==> config.mk <==
export PLATFORM = sky130hd
export DESIGN_NAME = twslv_core
export DESIGN_NICKNAME = d
export VERILOG_FILES = /design/src/logic/twslv_core.v /design/src/logic/twslv_pin_filter.v /design/src/logic/twslv_shifter.v
export VERILOG_INCLUDE_DIRS = /design/src /design/src/include
export SDC_FILE = /design/constraint.sdc
export NUM_CORES = 1
export LEC_CHECK = 0
export BUFFER_PORTS_ARGS = -buffer_cell sky130_fd_sc_hd__buf_2
export CAP_MARGIN = 30
export CELL_PAD_IN_SITES_DETAIL_PLACEMENT = 1
export CELL_PAD_IN_SITES_GLOBAL_PLACEMENT = 1
export CORE_MARGIN = 4
export CORE_UTILIZATION = 46
export DETAILED_ROUTE_END_ITERATION = 10
export PLACE_DENSITY_LB_ADDON = 0.1
export SLEW_MARGIN = 20
export SYNTH_ARGS = -nofsm -noshare
export SYNTH_HDL_FRONTEND = slang
export SYNTH_SLANG_ARGS = --single-unit
==> constraint.sdc <==
create_clock -name clk -period 2.2 [get_ports clk]
set_input_delay 0.44 -clock clk [delete_from_list [all_inputs] [get_ports clk]]
set_output_delay 0.44 -clock clk [all_outputs]
set_load 0.02 [all_outputs]
==> src/include/twslv_defines.vh <==
/*
  register addresses, control bit positions, reset values and timing
  counts for the two-wire slave and software master block.
  assumes a 10 mhz core clock and 8-bit special-function access.
*/
`ifndef TWSLV_DEFINES_VH
`define TWSLV_DEFINES_VH

`define TWSLV_ADDR_DATA      8'h9a
`define TWSLV_ADDR_SLAVE     8'h9b
`define TWSLV_ADDR_CONTROL   8'he8

`define TWSLV_RST_DATA       8'h00
`define TWSLV_RST_SLAVE      8'h55
`define TWSLV_RST_CONTROL    8'h00

`define TWSLV_BIT_MDOUT      7
`define TWSLV_BIT_MDEN       6
`define TWSLV_BIT_MCOUT      5
`define TWSLV_BIT_MDIN       4
`define TWSLV_BIT_MSEL       3
`define TWSLV_BIT_SRST       2
`define TWSLV_BIT_DIR        1
`define TWSLV_BIT_DONE       0

`define TWSLV_IRQ_VECTOR     16'h003b
`define TWSLV_CLK_NS         100
`define TWSLV_SPIKE_NS       50
`define TWSLV_SPIKE_CYC      ((`TWSLV_SPIKE_NS + `TWSLV_CLK_NS - 1) / `TWSLV_CLK_NS)

`endif

==> src/logic/twslv_core.v <==
/*
  two-wire hardware slave plus software master through three registers.
  assumes a single-cycle register port from the core, and that the spi
  block owns the pins whenever spi_select_bit is high.
*/
// What this block does
// - spi select hands pins away from block
// - master data bit drives data pin
// - drive enable makes data pin output
// - master clock bit drives clock pin
// - data in captured at clock rise
// - control bit 3 selects master; reset slave
// - slave reset bit forces idle
// - direction flag loaded from read/write bit
// - address match raises byte done flag
// - data register access clears byte done
// - second access stalls slave until reset
// - interrupt needs both enables set
// - first byte shows address and direction
// - hold clock low while flag set
// - nack gives no flag, go idle
// - flag per acked byte until stop
// - stop condition returns slave to idle
// - slave address resets 55, writable
// - filter rejects spikes under 50 ns
// - no address versus data indication
`timescale 1ns/1ps
`include "twslv_defines.vh"
module twslv_core (
  input  wire       clk,               // core clock 10 mhz
  input  wire       reset_n,           // async reset, active low
  input  wire [7:0] reg_addr,          // register address
  input  wire       reg_wr,            // write strobe
  input  wire       reg_rd,            // read strobe
  input  wire [7:0] reg_wdata,         // write data
  output reg  [7:0] reg_rdata,         // read data, one cycle after rd
  input  wire       spi_select_bit,    // spi owns the pins when high
  input  wire       twowire_irq_enable,// two-wire interrupt enable
  input  wire       global_irq_enable, // global interrupt enable
  output reg        irq_request,       // interrupt request level
  input  wire       serial_data_in,    // data pin level
  output reg        serial_data_out,   // data pin drive value
  output reg        serial_data_oe_n,  // low while driving data pin
  input  wire       serial_clock_in,   // clock pin level
  output reg        serial_clock_out,  // clock pin drive value
  output reg        serial_clock_oe_n  // low while driving clock pin
);
  localparam ST_IDLE = 3'd0;
  localparam ST_RECV = 3'd1;
  localparam ST_ACK  = 3'd2;
  localparam ST_HOLD = 3'd3;
  localparam ST_SEND = 3'd4;
  localparam ST_RACK = 3'd5;
  localparam ST_STOP = 3'd6;

  reg  [7:0] twowire_data;
  reg  [7:0] twowire_slave_address;
  reg        master_data_out_bit;
  reg        master_data_drive_enable;
  reg        master_clock_out_bit;
  reg        master_data_in_bit;
  reg        master_select;
  reg        slave_reset_bit;
  reg        slave_direction_flag;
  reg        byte_done_flag;
  reg  [2:0] state;
  reg  [3:0] bit_count;
  reg        first_byte;
  reg        access_seen;
  reg        sda_drive_low;
  reg        scl_prev;
  reg        sda_prev;
  wire       sda;
  wire       scl;
  wire [7:0] shift_value;
  reg        shift_load;
  reg  [7:0] shift_load_val;
  reg        shift_in;

  // clean pin levels
  twslv_pin_filter u_sda_filter (
    .clk     (clk),
    .reset_n (reset_n),
    .pin_in  (serial_data_in),
    .level   (sda)
  );
  twslv_pin_filter u_scl_filter (
    .clk     (clk),
    .reset_n (reset_n),
    .pin_in  (serial_clock_in),
    .level   (scl)
  );

  twslv_shifter u_shift (
    .clk      (clk),
    .reset_n  (reset_n),
    .load     (shift_load),
    .load_val (shift_load_val),
    .shift    (shift_in),
    .bit_in   (sda),
    .value    (shift_value)
  );

  // register select decode, shared by the write and data access decodes; reads use a case on reg_addr
  function reg_sel;
    input [7:0] addr;
    input [7:0] which;
    begin
      reg_sel = (addr == which);
    end
  endfunction

  // bus events on filtered lines
  wire scl_rise  = scl & ~scl_prev;
  wire scl_fall  = ~scl & scl_prev;
  wire start_ev  = scl & scl_prev & sda_prev & ~sda;
  wire stop_ev   = scl & scl_prev & ~sda_prev & sda;
  wire slave_on  = ~spi_select_bit & ~master_select;
  wire data_hit  = reg_sel(reg_addr, `TWSLV_ADDR_DATA) & (reg_rd | reg_wr);
  wire data_wr   = reg_sel(reg_addr, `TWSLV_ADDR_DATA) & reg_wr;
  wire ctl_wr    = reg_sel(reg_addr, `TWSLV_ADDR_CONTROL) & reg_wr;
  wire slave_clr = slave_reset_bit | ~slave_on;
  wire addr_ok   = shift_value[7:1] == twowire_slave_address[6:0];
  // a data access with no flag pending stops the slave until reset
  wire stalled   = access_seen & ~byte_done_flag;

  // edge history of the filtered lines
  always @(posedge clk or negedge reset_n) begin
    if (!reset_n) begin
      scl_prev <= 1'b1;
      sda_prev <= 1'b1;
    end else begin
      scl_prev <= scl;
      sda_prev <= sda;
    end
  end

  // software-writable registers
  always @(posedge clk or negedge reset_n) begin
    if (!reset_n) begin
      twowire_slave_address    <= `TWSLV_RST_SLAVE;
      master_data_out_bit      <= 1'b0;
      master_data_drive_enable <= 1'b0;
      master_clock_out_bit     <= 1'b0;
      master_select            <= 1'b0;
      slave_reset_bit          <= 1'b0;
    end else begin
      if (reg_sel(reg_addr, `TWSLV_ADDR_SLAVE) & reg_wr)
        twowire_slave_address <= reg_wdata;
      if (ctl_wr) begin
        master_data_out_bit      <= reg_wdata[`TWSLV_BIT_MDOUT];
        master_data_drive_enable <= reg_wdata[`TWSLV_BIT_MDEN];
        master_clock_out_bit     <= reg_wdata[`TWSLV_BIT_MCOUT];
        master_select            <= reg_wdata[`TWSLV_BIT_MSEL];
        slave_reset_bit          <= reg_wdata[`TWSLV_BIT_SRST];
      end
    end
  end

  // master data in sampled on filtered clock rise
  always @(posedge clk or negedge reset_n) begin
    if (!reset_n)
      master_data_in_bit <= 1'b0;
    else if (master_select & ~master_data_drive_enable & scl_rise)
      master_data_in_bit <= sda;
  end

  // shifter control
  always @* begin
    shift_load     = 1'b0;
    shift_load_val = twowire_data;
    shift_in       = 1'b0;
    if (state == ST_RECV && scl_rise)
      shift_in = 1'b1;
    if (data_wr && state == ST_HOLD) begin
      shift_load     = 1'b1;
      shift_load_val = reg_wdata;
    end
    // every send fall moves the next bit up from msb-1 to msb
    if (state == ST_SEND && scl_fall)
      shift_in = 1'b1;
  end

  // slave state machine
  always @(posedge clk or negedge reset_n) begin
    if (!reset_n) begin
      state                <= ST_IDLE;
      bit_count            <= 4'd0;
      first_byte           <= 1'b0;
      byte_done_flag       <= 1'b0;
      slave_direction_flag <= 1'b0;
      twowire_data         <= `TWSLV_RST_DATA;
      access_seen          <= 1'b0;
      sda_drive_low        <= 1'b0;
    end else if (slave_clr) begin
      state          <= ST_IDLE;
      bit_count      <= 4'd0;
      byte_done_flag <= 1'b0;
      access_seen    <= 1'b0;
      sda_drive_low  <= 1'b0;
      if (data_wr)
        twowire_data <= reg_wdata;
    end else begin
      if (data_hit) begin
        byte_done_flag <= 1'b0;
        if (!byte_done_flag)
          access_seen <= 1'b1;
        if (data_wr)
          twowire_data <= reg_wdata;
      end
      if (stalled) begin
        // frozen after a double access; slave reset, master select or spi select frees it
        sda_drive_low <= 1'b0;
      end else if (stop_ev) begin
        state         <= ST_IDLE;
        sda_drive_low <= 1'b0;
      end else if (start_ev) begin
        state         <= ST_RECV;
        bit_count     <= 4'd0;
        first_byte    <= 1'b1;
        access_seen   <= 1'b0;
        sda_drive_low <= 1'b0;
      end else begin
        case (state)
          ST_IDLE: begin
            sda_drive_low <= 1'b0;
          end
          ST_RECV: begin
            if (scl_rise)
              bit_count <= bit_count + 4'd1;
            if (scl_fall && bit_count == 4'd8) begin
              if (first_byte && !addr_ok) begin
                state <= ST_IDLE;
              end else begin
                sda_drive_low <= 1'b1;
                state         <= ST_ACK;
              end
            end
          end
          ST_ACK: begin
            // ack bit clocked out; set flag once its clock falls
            // an access in this same cycle counts as stale
            if (scl_fall) begin
              sda_drive_low  <= 1'b0;
              twowire_data   <= shift_value;
              byte_done_flag <= 1'b1;
              access_seen    <= 1'b0;
              if (first_byte)
                slave_direction_flag <= shift_value[0];
              state <= ST_HOLD;
            end
          end
          ST_HOLD: begin
            // wait for software; clock stays low meanwhile
            if (!byte_done_flag && !stalled) begin
              bit_count  <= 4'd0;
              first_byte <= 1'b0;
              if (slave_direction_flag) begin
                state         <= ST_SEND;
                sda_drive_low <= ~twowire_data[7];
              end else begin
                state <= ST_RECV;
              end
            end
          end
          ST_SEND: begin
            if (scl_fall) begin
              if (bit_count == 4'd7) begin
                sda_drive_low <= 1'b0;
                state         <= ST_RACK;
              end else begin
                bit_count     <= bit_count + 4'd1;
                sda_drive_low <= ~shift_value[6];
              end
            end
          end
          ST_RACK: begin
            if (scl_rise) begin
              if (sda)
                state <= ST_STOP;
              else
                state <= ST_ACK;
            end
          end
          ST_STOP: begin
            state <= ST_IDLE;
          end
          default: state <= ST_IDLE;
        endcase
      end
    end
  end

  // pin drivers, all registered; spi owns pins when selected
  always @(posedge clk or negedge reset_n) begin
    if (!reset_n) begin
      serial_data_out   <= 1'b1;
      serial_data_oe_n  <= 1'b1;
      serial_clock_out  <= 1'b1;
      serial_clock_oe_n <= 1'b1;
    end else if (spi_select_bit) begin
      serial_data_out   <= 1'b1;
      serial_data_oe_n  <= 1'b1;
      serial_clock_out  <= 1'b1;
      serial_clock_oe_n <= 1'b1;
    end else if (master_select) begin
      serial_data_out   <= master_data_out_bit;
      serial_data_oe_n  <= ~master_data_drive_enable;
      serial_clock_out  <= master_clock_out_bit;
      serial_clock_oe_n <= 1'b0;
    end else begin
      serial_data_out   <= 1'b0;
      serial_data_oe_n  <= ~sda_drive_low;
      serial_clock_out  <= 1'b0;
      // held low while waiting for software or while stalled
      serial_clock_oe_n <= ~((state == ST_HOLD) | stalled);
    end
  end

  // read data and interrupt request
  always @(posedge clk or negedge reset_n) begin
    if (!reset_n) begin
      reg_rdata   <= 8'h00;
      irq_request <= 1'b0;
    end else begin
      irq_request <= byte_done_flag & twowire_irq_enable
                     & global_irq_enable;
      if (reg_rd) begin
        case (reg_addr)
          `TWSLV_ADDR_DATA:    reg_rdata <= twowire_data;
          `TWSLV_ADDR_SLAVE:   reg_rdata <= twowire_slave_address;
          `TWSLV_ADDR_CONTROL: reg_rdata <= {master_data_out_bit,
                                 master_data_drive_enable,
                                 master_clock_out_bit, master_data_in_bit,
                                 master_select, slave_reset_bit,
                                 slave_direction_flag, byte_done_flag};
          default:             reg_rdata <= 8'h00;
        endcase
      end
    end
  end
endmodule // twslv_core

==> src/logic/twslv_pin_filter.v <==
/*
  synchroniser and glitch filter for one pin input.
  assumes the pin is asynchronous to clk; output is clean level.
*/
`timescale 1ns/1ps
module twslv_pin_filter (
  input  wire clk,      // core clock
  input  wire reset_n,  // async reset, active low
  input  wire pin_in,   // raw pin level
  output reg  level     // filtered level
);
  reg sync_a;
  reg sync_b;
  reg sync_c;

  // three stages; second and third must agree before a change counts
  always @(posedge clk or negedge reset_n) begin
    if (!reset_n) begin
      sync_a <= 1'b1;
      sync_b <= 1'b1;
      sync_c <= 1'b1;
      level  <= 1'b1;
    end else begin
      sync_a <= pin_in;
      sync_b <= sync_a;
      sync_c <= sync_b;
      if (sync_b == sync_c)
        level <= sync_c;
    end
  end
endmodule // twslv_pin_filter

==> src/logic/twslv_shifter.v <==
/*
  eight-bit shift register with parallel load, shared by slave rx and tx.
  assumes load and shift are never asked together.
*/
`timescale 1ns/1ps
module twslv_shifter (
  input  wire       clk,      // core clock
  input  wire       reset_n,  // async reset, active low
  input  wire       load,     // parallel load pulse
  input  wire [7:0] load_val, // value to load
  input  wire       shift,    // shift-in pulse
  input  wire       bit_in,   // bit shifted in at lsb
  output reg  [7:0] value     // current contents, msb goes out first
);
  // load wins, else shift msb first
  always @(posedge clk or negedge reset_n) begin
    if (!reset_n)
      value <= 8'h00;
    else if (load)
      value <= load_val;
    else if (shift)
      value <= {value[6:0], bit_in};
  end
endmodule // twslv_shifter

# Word-level counts from Yosys, hierarchy flattened
# Cells that the tools add are included.
# word_totals
out_inout_bits	13
reg_bits	65
word_cells	198
in_bits	25
# classes
bitwise_logic	37
mux	76
n_eq_ne	32
n_reduce_logical	20
add_sub_neg	1
# ops
operator	n
8-bit two-way mux	11
1-bit two-way mux	40
3-bit two-way mux	12
4-bit two-way mux	8
6-bit inequality test, second input constant	5
8-bit == test, second input constant	3
8-bit one-hot mux with 3 select lines	1
7-bit AND reduction	3
4-bit inequality test, second input constant	5
5-bit inequality test, second input constant	4
3-bit one-hot mux with 6 select lines	1
1-bit AND	17
1-bit inverter	17
4-bit one-hot mux with 3 select lines	1
5-bit by 4-bit inequality test with 1-bit output, second input constant	2
9-bit nonzero test	1
8-bit AND reduction	1
7-bit == test	1
3-bit by 2-bit == test with 1-bit output, second input constant	2
3-bit == test, second input constant	2
1-bit logical AND	6
6-bit by 5-bit inequality test with 1-bit output, second input constant	1
2-bit nonzero test	3
1-bit one-hot mux with 5 select lines	1
13 further kinds	18

# Longest topological paths before layout
# Gate-level depths: netlist (run 1).
# logic_depth
ltp_word	10
ltp_mapped	7
ltp_nobuf	7

# Modules after synthesis
# Synthesis (run 1) repeated with hierarchy kept, for this count alone.
# unflattened
hier_cells	335
area_unflattened_um2	3468.3
# modules_own_cells
module	area_each_um2	n_inst	cells_each	seq_area_each_um2
twslv_core	2862.7	1	291	1238.7
twslv_shifter	372.9	1	34	200.2
twslv_pin_filter	116.4	2	5	105.1

# Least setup slack after synthesis (run 1)
# No wires, ideal clock.
# synth_timing
path_type	input -> register
from	in reg_addr[2]
to	reg u_shift.value[6]
t_required_ns	2.077
t_arrival_ns	1.843
setup_time_ns	0.123
path_buffers	2
slack_ns	0.234
cell_stages	6
path_cell_list	nand3b_4 or4_1 buf_6 or2_4 buf_6 o221a_1
# synth_between
elab_chain_len	5
word_cells_on_any_way	7
cone_classes	1 x eq/ne; 3 x mux; 1 x bitwise; 2 x reduce/logical
# synth_lines
item	line	text
from (decl)	twslv_core.v:32	input wire [7:0] reg_addr,
8-bit == test (*)	twslv_core.v:109	reg_sel = (addr == which);
1-bit AND (*)	twslv_core.v:120	wire data_wr = reg_sel(reg_addr, `TWSLV_ADDR_DATA) & reg_wr;
1-bit logical AND (*)	twslv_core.v:175	if (data_wr && state == ST_HOLD) begin
8-bit two-way mux or 1-bit two-way mux (tied branches)	twslv_core.v:175	
8-bit two-way mux or 2-bit nonzero test (tied branches)	--	
to (signal assigned)	twslv_shifter.v:20	value <= load_val;
to (signal assigned)	twslv_shifter.v:22	value <= {value[6:0], bit_in};
to (decl)	twslv_shifter.v:13	output reg [7:0] value
# Every way passes the cells marked *; elsewhere a longest branch is shown, timed or not.
# A chain may end at the register's enable or synchronous reset.

# Worst setup path in the final report (run 1)
# layout_timing
from	reg u_scl_filter.level
to	reg state[0]
# layout_between
elab_chain_len	7
word_cells_on_any_way	21
cone_classes	7 x eq/ne; 4 x mux; 8 x bitwise; 2 x reduce/logical
# layout_lines
item	line	text
from (decl)	twslv_pin_filter.v:10	output reg level
from (signal assigned)	twslv_pin_filter.v:28	level <= sync_c;
1-bit AND	twslv_core.v:116, twslv_core.v:117	
1-bit AND (2 in a row)	twslv_core.v:116	wire start_ev = scl & scl_prev & sda_prev & ~sda;
3-bit two-way mux	twslv_core.v:217	end else if (start_ev) begin
3-bit two-way mux	twslv_core.v:214	end else if (stop_ev) begin
3-bit two-way mux	twslv_core.v:211	if (stalled) begin
3-bit two-way mux	twslv_core.v:195	end else if (slave_clr) begin
to (signal assigned)	twslv_core.v:196	state <= ST_IDLE;
to (signal assigned)	twslv_core.v:215	state <= ST_IDLE;
to (signal assigned)	twslv_core.v:218	state <= ST_RECV;
to (decl)	twslv_core.v:66	reg [2:0] state;
# Parallel ways exist; a longest one is shown, timed or not. The select of a mux whose other input is x is not followed.

==> impl.org, run 1 <==
** Power and ir drop
- The completed layout was analyzed and its total power is about 2.9 mW.
- Lkg Pwr :: approximately 1.8 nW
- Power density of the placed cells :: 721.6 nW/µm²
- Maximum ir drop on the vdd rail :: 451.3 µV

** Global route
- Largest net degree at the start of global routing :: 36
- Global-route wire length before repair :: 15320 µm
- In the global route stage, met2 resource usage came out at 35.97%.
- Vias in the first global route :: 2954
- Final global-route overflow total :: 0
- met2 is the most crowded layer.
- The number of antenna violations at the first check in global routing came to 0.
- GR met3 Demand/Resource :: 6.275%
- In the global route stage, met1 resource usage came out at ~30%.
- Total Routing Usage GR :: between 20 and 25%

** Placed design
- Detailed placement finished with a half-perimeter wire length of 7153 µm.
- OpenSTA, run right after detailed placement, puts the worst setup slack at 0.07174 ns.
- Once placement completed, the tool counted placed cells totaling 448.
- Weighted congestion at the end of routability-driven global placement :: 0.8960
- During placement, the flow inserted port buffers numbering 37.

** Critical path
- Critical Path Max Stage Delay :: 0.65 ns
- The critical path is of the reg2reg type.
- Number of cells on the worst reg-to-reg path :: 5
- Gate family responsible for the most delay along the worst path :: flip-flops
- CP bufs+invs :: 0
- In this run the critical register-to-register path is captured at state[0]$_DFFE_PN0P_.
- Data arrival at the endpoint of the critical path :: 2.35 ns
- Register-to-Register Setup Slack :: 0.08 ns
- Kind of launch point of the worst setup path :: flop
- Critical path's slowest cell :: sky130_fd_sc_hd__dfstp_2
- Traced cell by cell, the critical path runs through nor2b_1 -> a211o_1 -> o22ai_1 -> o21ai_0 -> mux2_2.
- Capturing element type of the critical path :: flop
- Data required time at the worst endpoint :: 2.43 ns
- In this run the critical register-to-register path is launched from u_scl_filter.level$_DFFE_PN1N_.
- Worst-path fanout max :: 11

** Drt
- Via/cell ratio :: 5.834
- DRC Markers :: 0
- Starting DRC count in detailed routing :: 199
- Wire per inst :: around 20 µm
- Once detail routing completed, the nets flagged for antenna violations numbered 0.
- The first detailed-routing pass ran for 4 iterations.
- Routed wire length :: 9388 µm
- The routed layout has 2713 vias.

** Clock network
- Number of buffers created by CTS :: 9
- The H-tree was split into 3 levels.
- Later-pin clock latency in the skew report :: 0.34 ns
- After clock tree synthesis, the clock-pin slew on the worst setup and hold paths is 0.07 ns.
- Counting every sink on the clock net gives 65.
- Setup Fix Bufs, Post-CTS :: 0
- No sink is reached through more buffers than the 2 on the longest clock path.
- Master cell of the clock root buffer :: sky130_fd_sc_hd__clkbuf_8
- TritonCTS built the clock tree.

** Timing
- The smallest clock period supported by the final layout is computed as 2.117 ns.
- Setup violations remaining at the end of the flow were counted as 0.
- Pin slew with the least headroom to its limit :: 0.5029 ns
- Setup repair after global routing left no endpoint under its margin.
- Across all setup checks in the final design, the least slack found is a little over 0.08 ns.
- Static timing analysis puts the maximum clock frequency at 0.4723 GHz.
- Max-slew violations :: 0
- Headroom to the max-slew limit came out at between 60% and 70%.
- Across the routed clock network, the largest skew measured is 0.01069 ns.
- Of the available clock period, the critical path in the final layout requires 96.24%.
- Final-report hold violation count :: 0
- For the final routed database, the setup TNS stands at 0 ns.

** Yosys
- Sequential share of the synthesized area :: 49.03%
- Number of instances in the synthesized netlist :: 309
- Distinct cells, synth :: 58
- In this run, synthesis produced a sequential element count of 65.
- Leading register cell type out of synthesis :: sky130_fd_sc_hd__dfrtp_1
- The biggest area contributor in the post-synthesis netlist is sky130_fd_sc_hd__dfrtp_1.
- After synthesis, the largest area contributor takes up 34.97% of total cell area.
- Share of synthesized registers carrying an async set or reset :: 100.0%
- Number of nets produced by synthesis :: 336
- Mean post-synth cell area :: 10.88 µm²
- After synthesis, the cell types taking the most area are sky130_fd_sc_hd__dfrtp_1, sky130_fd_sc_hd__dfstp_2, sky130_fd_sc_hd__mux2i_1, sky130_fd_sc_hd__mux2_2, sky130_fd_sc_hd__nand2_1.
- After synthesis the cells add up to between 3000 and 4000 µm².
- In this run, synthesis inferred 0 flip-flops with an integrated enable.
- Number of warnings printed during yosys synthesis :: 0

** Hold path
- The min-delay analysis places its worst path in the category in2reg.
- The worst hold path begins at serial_clock_in.
- Hold Path Cell Cnt :: 1
- Worst-case hold path end point :: u_scl_filter.sync_a$_DFF_PN1_

** Floorplanning
- The core region is roughly 6900 µm².
- Effective utilization at floorplan :: 48.43%
- Die width :: 93.51 µm
- The die covers 8743 µm².
- Height of the die :: about 94 µm
- For this design the top-level I/O count stands at 38.
- Row generation in the floorplan step produced 30 rows.

** Final layout
- Number of inserted filler cells in the final layout :: between 700 and 800
- Cells fill 57.39% of the core in the end.
- Antenna diode instance count :: 0
- Net count reported at finish :: between 300 and 400
- Register cell area after layout :: 1649 µm²
- Area occupied by multi-input gates :: approximately 1600 µm²
- Layout cells sized above 1 :: 32.79%
- Relative to the synthesized area, the layout overhead comes to 18.49%.
- Filler-free cell count of the finished design :: 465

** Job
- Max_cap viols :: 0

** Status
- Result of the run :: complete, no violations
[worst reg2reg max path, delay by kind of cell, from the launching register on]
| family | cells | cell delay, ns |
|---|---|---|
| multiplexers | 1 | 0.36 |
| flip-flops | 1 | 0.65 |
| AND/OR/NAND/NOR | 1 | 0.45 |
| AO/OA/AOI/OAI | 3 | 0.55 |
[cells in the final DEF, fill, tap and decap left out, types with 11 or more instances in the layout]
master / netlist / final
sky130_fd_sc_hd__clkbuf_8: 0 / 11
sky130_fd_sc_hd__o21ai_0: 14 / 14
sky130_fd_sc_hd__buf_4: 0 / 19
sky130_fd_sc_hd__mux2i_1: 22 / 22
sky130_fd_sc_hd__nand2_1: 21 / 21
sky130_fd_sc_hd__dfrtp_1: 47 / 47
sky130_fd_sc_hd__mux2_2: 16 / 16
sky130_fd_sc_hd__dfstp_2: 18 / 18
sky130_fd_sc_hd__a21oi_1: 13 / 13
sky130_fd_sc_hd__nor2_1: 19 / 19
sky130_fd_sc_hd__buf_2: 4 / 37
[sequential cells by signal (all words and copies together), names as in the netlist, 3 cells and up]
name / flops
u_shift.value: 8
reg_rdata: 8
twowire_data: 8
state: 3
bit_count: 4
twowire_slave_address: 8
[how the worst max path moves through the flow]
stage | startpoint | end | slack [ns] | depth (start not counted)
6_report | u_scl_filter.level$_DFFE_PN1N_ | state[0]$_DFFE_PN0P_ | 0.08 | 5
3_3_place_gp | scl_prev$_DFF_PN1_ | u_shift.value[0]$_DFFE_PN0P_ | 0.13 | 5
4_1_cts | bit_count[0]$_DFFE_PN0P_ | state[0]$_DFFE_PN0P_ | 0.08 | 7
2_1_floorplan | reg_addr[2] | u_shift.value[6]$_DFFE_PN0P_ | 0.23 | 6
5_1_grt | u_scl_filter.level$_DFFE_PN1N_ | u_shift.value[5]$_DFFE_PN0P_ | 0.02 | 5
3_5_place_dp | reg_addr[5] | twowire_data[2]$_DFF_PN0_ | 0.07 | 6
[cells in the mapped netlist, types with 4 or more instances]
cell type                   count
sky130_fd_sc_hd__inv_1          7
sky130_fd_sc_hd__nor2_1        19
sky130_fd_sc_hd__nand2_1       21
sky130_fd_sc_hd__o221a_1        4
sky130_fd_sc_hd__mux2i_1       22
sky130_fd_sc_hd__or3_1          8
sky130_fd_sc_hd__dfstp_2       18
sky130_fd_sc_hd__o2bb2ai_1      7
sky130_fd_sc_hd__o21ai_0       14
sky130_fd_sc_hd__clkbuf_1       7
sky130_fd_sc_hd__nand2b_1       4
sky130_fd_sc_hd__mux2_2        16
sky130_fd_sc_hd__xnor2_1        5
sky130_fd_sc_hd__a22o_1         8
sky130_fd_sc_hd__nor3b_1        7
sky130_fd_sc_hd__nand3_1        5
sky130_fd_sc_hd__nor2b_1        5
sky130_fd_sc_hd__a21oi_1       13
sky130_fd_sc_hd__o31ai_1        5
sky130_fd_sc_hd__dfrtp_1       47
sky130_fd_sc_hd__buf_2          4
[logic make-up (layout without fill, tap and decap cells)]
| family | after synthesis | in the layout | synth area share (%) |
|---|---|---|---|
| multiplexers | 38 | 38 | 11.90 |
| AND/OR/NAND/NOR | 95 | 95 | 16.00 |
| buffers and inverters | 22 | 82 | 3.051 |
| XOR/XNOR | 8 | 8 | 2.083 |
| AO/OA/AOI/OAI | 77 | 77 | 16.59 |
| flip-flops | 65 | 65 | 49.03 |
| adder cells (fa/ha/maj) | 4 | 4 | 1.339 |
[metrics by stage]
step                instance area [µm²]  hold slack [ns]
finish                             3985           0.2004
detailed placement                 3759           0.3473
floorplan                          3363           0.1444
global route                       3985           0.1764
CTS                                3968           0.1825
global placement                   3759           0.3466
[final cells by class]
class / instances / area share [%]
repair buffers: 58 / 8.980
inverters: 8 / 0.7535
multi-input cells: 222 / 40.88
flip-flops and latches: 65 / 41.38
well taps: 96 / 3.014
clock buffers: 13 / 3.987
clock inverters: 3 / 1.005
[power by group]
group / switching [mW] / total [mW] / internal, mW
clock: 0.450 / 1.03 / 0.583
sequential: 0.139 / 1.46 / 1.32
combinational: 0.194 / 0.384 / 0.190
total: 0.783 / 2.88 / 2.09
[per-layer routing]
layer  vias to the layer above  routed length [µm]
li1                       1252                   -
met5                         -                   0
met2                        88                4420
met4                         0                 171
met3                        15                 530
met1                      1358                4265
[repair_timing]
item | CTS | global route
endpoints found under the hold margin | 7 | 0
setup endpoints to repair | 0 | 13
resized for setup | 0 | 3
hold buffers | 1 | 0
Note: power is estimated with default switching activity, not from simulation.
==> inputs of run 2 (changes only) <==
--- a/config.mk
+++ b/config.mk
@@ -6,12 +6,13 @@
 export SDC_FILE = /design/constraint.sdc
 export NUM_CORES = 1
 export LEC_CHECK = 0
+export ABC_AREA = 1
 export BUFFER_PORTS_ARGS = -buffer_cell sky130_fd_sc_hd__buf_2
 export CAP_MARGIN = 30
 export CELL_PAD_IN_SITES_DETAIL_PLACEMENT = 1
 export CELL_PAD_IN_SITES_GLOBAL_PLACEMENT = 1
 export CORE_MARGIN = 4
-export CORE_UTILIZATION = 46
+export CORE_UTILIZATION = 44
 export DETAILED_ROUTE_END_ITERATION = 10
 export PLACE_DENSITY_LB_ADDON = 0.1
 export SLEW_MARGIN = 20
==> impl.org, run 2 <==
** Status
- The run finished with clean final reports.

** Power and ir drop
- The areal power density over the cells came to 639.4 nW/µm² (-11%).
- Combinational fraction of design power :: 8.4% (-4.9 points)
- The leakage power of the design is 2.071 nW (+13%).
- Int Power :: 1.962 mW (-6.2%)
- The proportion of power drawn by flip-flops and latches is 50.4% (-0.3 points).
- Part of the power in the clock network :: 41.2% (+5.3 points)
- Design Power :: 2.608 mW (-9.3%)
- The total net switching power is 0.6457 mW (-18%).
- Switching fraction of total power :: 24.76% (-2.5 points)
- The peak supply drop is 455.2 µV (+0.86%).

** Clock network
- The post-cts repair resize count is 0 (unchanged).
- The number of sinks handled by clock tree synthesis came to 65 (unchanged).
- H-tree depth reported by CTS :: 3 (unchanged)
- Number of buffers created by CTS :: 9 (unchanged)
- The latest clock arrival within the worst-skew pair came to 0.35 ns (about the same).
- TritonCTS built the clock tree.
- Clock input transition at the sequential cells of the worst setup and hold paths :: 0.07 ns (about the same)
- The maximum buffer depth of the clock tree came to 2 (unchanged).
- Master cell of the clock root buffer :: sky130_fd_sc_hd__clkbuf_8

** Global route
- The all-layer global routing usage came to 22.22% (-0.77 points).
- Final global-route overflow total :: 0 (unchanged)
- Largest net degree at the start of global routing :: 29 (-19%)
- The via count of the first global-routing pass came to 3323 (+12%).
- The wire length of the first global-routing pass is 16830 µm (+9.9%).
- Initial antenna violation count :: 0 (unchanged)

** Timing
- Worst Slack Setup Final :: 0.4416 ns (+0.3589 ns)
- Pin slew with the least headroom to its limit :: 0.3457 ns (-0.1572 ns)
- The headroom to the max-slew limit is 76.90% (+10 points).
- Unrepaired setup endpoints after global routing :: false
- The final total negative setup slack came to 0 ns (unchanged).
- Clock skew :: 0.01598 ns (+0.005296 ns)
- Post-route minimum period :: 1.758 ns (-0.3589 ns)
- The count of final max-slew check failures was 0 (unchanged).
- The portion of the clock cycle consumed by the worst path in the final layout is 79.93% (-16 points).
- Final-report hold violation count :: 0 (unchanged)
- Achievable Freq :: 0.5687 GHz (+20%)
- The worst hold slack across all endpoints was 0.1977 ns (-0.002719 ns).
- Number of endpoints failing setup at the final stage :: 0 (unchanged)

** Critical path
- The arrival time of data at the critical path endpoint came to 1.98 ns (-0.37 ns).
- The worst-case reg-to-reg path depth came to 9 (+4).
- Data required time at the worst endpoint :: 2.42 ns (about the same)
- The worst setup path is captured at a flop.
- Crit path kind :: reg2reg
- STA classifies the critical path startpoint as a flop.
- Worst-path fanout max :: 7 (-4)

** Yosys
- The count of flip-flops with a built-in enable after synthesis came to 0 (unchanged).
- Number of nets produced by synthesis :: 472 (+40%)
- The post-synthesis async set-or-reset flop share is 100.0% (unchanged).
- The combined area of all synthesized cells was 3527 µm² (+4.9%).
- Number of instances in the synthesized netlist :: 445 (+44%)
- Among all cell types in the netlist, the one instantiated most often is sky130_fd_sc_hd__nand2_1.
- The top cell type's share of synthesized area was 33.35% (-1.6 points).
- The mean instance size in the synthesized netlist is 7.926 µm² (-27%).
- For this run, the leading register cell type out of synthesis is sky130_fd_sc_hd__dfrtp_1.
- The Yosys warning count is 0 (unchanged).
- The share of the yosys chip area belonging to registers is 46.75% (-2.3 points).
- Distinct cells, synth :: 41 (-29%)
- The register bit count reported by yosys is 65 (unchanged).
- Most frequent cells after synthesis :: sky130_fd_sc_hd__nand2_1, sky130_fd_sc_hd__dfrtp_1, sky130_fd_sc_hd__inv_1
- In the post-synthesis netlist, the biggest area contributors are sky130_fd_sc_hd__dfrtp_1, sky130_fd_sc_hd__nand2_1, sky130_fd_sc_hd__dfstp_2, sky130_fd_sc_hd__inv_1, sky130_fd_sc_hd__nand3_1.
- Top cell type by total area after synthesis :: sky130_fd_sc_hd__dfrtp_1

** Floorplanning
- I/O Pins :: 38 (unchanged)
- The width of the chip is 97.54 µm (+4.3%).
- Height of the die :: 97.54 µm (+4.3%)
- Area of the die :: 9513 µm² (+8.8%)
- Row count :: 32 (+6.7%)
- The initial core utilization is 45.41% (-3.0 points).
- The standard cell core area was 7767 µm² (+12%).

** Placed design
- Post-detail-place hpwl :: 7780 µm (+8.8%)
- The placement-stage cell area is 3861 µm² (+2.7%).
- The port buffer count is 37 (unchanged).
- The pre-CTS setup slack came to 0.3980 ns (+0.3263 ns).
- Weighted congestion at the end of routability-driven global placement :: 0.9193 (+2.6%)
- Cell count after placement :: 585 (+31%)

** Final layout
- Layout cells sized above 1 :: 23.00% (-9.8 points)
- Commonest non-fill, non-tap cell in the layout :: sky130_fd_sc_hd__nand2_1
- Antenna diode instance count :: 0 (unchanged)
- The final design area excluding fillers came to 4079 µm² (+2.4%).
- The top cell types in the final layout, fill and taps aside, are sky130_fd_sc_hd__nand2_1, sky130_fd_sc_hd__inv_1, sky130_fd_sc_hd__dfrtp_1.
- The non-filler instance count after layout is 602 (+29%).
- Net count reported at finish :: 522 (+34%)
- Compared with the post-synthesis result, the final layout area differs by 15.64%.
- Fin util :: 52.51% (-4.9 points)

** Hold path
- Hold Path Cell Cnt :: 1 (unchanged)
- Type of the worst min-delay path :: in2reg

** Drt
- Routed wire length :: 10020 µm (+6.7%)
- The mean routed wirelength per cell is 16.65 µm (-18%).
- Count of TritonRoute iterations in the first routing pass :: 4 (unchanged)
- DRC Markers :: 0 (unchanged)
- The total via count after detailed routing was 3186 (+17%).
- The mean number of vias per cell was 5.292 (-9.3%).
- Number of nets still failing antenna checks after routing :: 0 (unchanged)
- The initial detailed-routing violation count is 101 (-49%).

** Job
- The total of max-cap violations is 0 (unchanged).
==> run 2: changes by cell type in the layout (fill, tap and decap cells not counted), sizes merged, moves of 7 or more <==
| cell | previous run | this run |
|---|---|---|
| mux2i | 22 | 0 |
| o2bb2ai | 7 | 0 |
| nor2 | 20 | 44 |
| buf | 57 | 43 |
| or3 | 8 | 0 |
| a22o | 8 | 0 |
| o21ai | 16 | 34 |
| mux2 | 16 | 0 |
| inv | 7 | 55 |
| o211ai | 0 | 10 |
| nand3 | 5 | 36 |
| nand2 | 21 | 143 |
==> run 2: per-layer routing <==
metal | GRT usage (%) | up-vias | routed length (µm)
met5 | 0 | - | 0
li1 | - | 1547 | -
met2 | 35.53 | 53 | 4600
met1 | 31.38 | 1576 | 4976
met3 | 3.877 | 10 | 337
met4 | 5.431 | 0 | 107
==> run 2: power by group through the flow <==
stage	Combinational (mW)	Clock [mW]	Sequential (mW)
2_1_floorplan	0.110	0	1.33
3_5_place_dp	0.220	0	1.34
6_report	0.219	1.07	1.31
3_3_place_gp	0.212	0	1.34
5_1_grt	0.249	1.16	1.32
4_1_cts	0.223	1.10	1.32
==> run 2: final timing paths <==
check / from / end / slack (ns)
worst max register to register: u_scl_filter.level$_DFFE_PN1N_ / bit_count[0]$_DFFE_PN0P_ / 0.44
worst min register to register: u_sda_filter.sync_a$_DFF_PN1_ / u_sda_filter.sync_b$_DFF_PN1_ / 0.36
worst max-delay path: u_scl_filter.level$_DFFE_PN1N_ / bit_count[0]$_DFFE_PN0P_ / 0.44
max in group asynchronous: reset_n / scl_prev$_DFF_PN1_ / 1.05
worst min-delay path: serial_data_in / u_sda_filter.sync_a$_DFF_PN1_ / 0.20
min in group asynchronous: reset_n / reg_rdata[7]$_DFFE_PN0P_ / 0.53
==> run 2: area by class of cell <==
class	instances	area [µm²]
sequential	65	1649
fill	998	3689
timing repair buffer	44	252.7
multi-input combinational	319	1632
clock buffer	14	172.7
clock inverter	2	35.03
inverter	56	210.2
tap	102	127.6
==> run 2: cells by family (layout without fill, tap and decap cells) <==
group           after synthesis  in the layout  synth area share, %
simple gates                242            242                31.64
buf+inv                      61            116                6.988
compound gates               69             69                12.35
fa+ha+maj                     4              4                1.277
xor+xnor                      4              4               0.9934
flops                        65             65                46.75
==> run 2: repair_timing <==
item	CTS	global route
hold endpoints to repair	2	0
hold buffers	1	0
buffers inserted	0	0
==> run 2: critical path, stage by stage (launching register included) <==
cell and delay, ns:
sky130_fd_sc_hd__dfstp_2 0.60, sky130_fd_sc_hd__nand2_2 0.10, sky130_fd_sc_hd__inv_1 0.09, sky130_fd_sc_hd__nand3_2 0.17, sky130_fd_sc_hd__nand4_1 0.13, sky130_fd_sc_hd__nand2_1 0.07
sky130_fd_sc_hd__nor2_2 0.23, sky130_fd_sc_hd__nand2_2 0.13, sky130_fd_sc_hd__nand2_1 0.07, sky130_fd_sc_hd__nand2_1 0.05
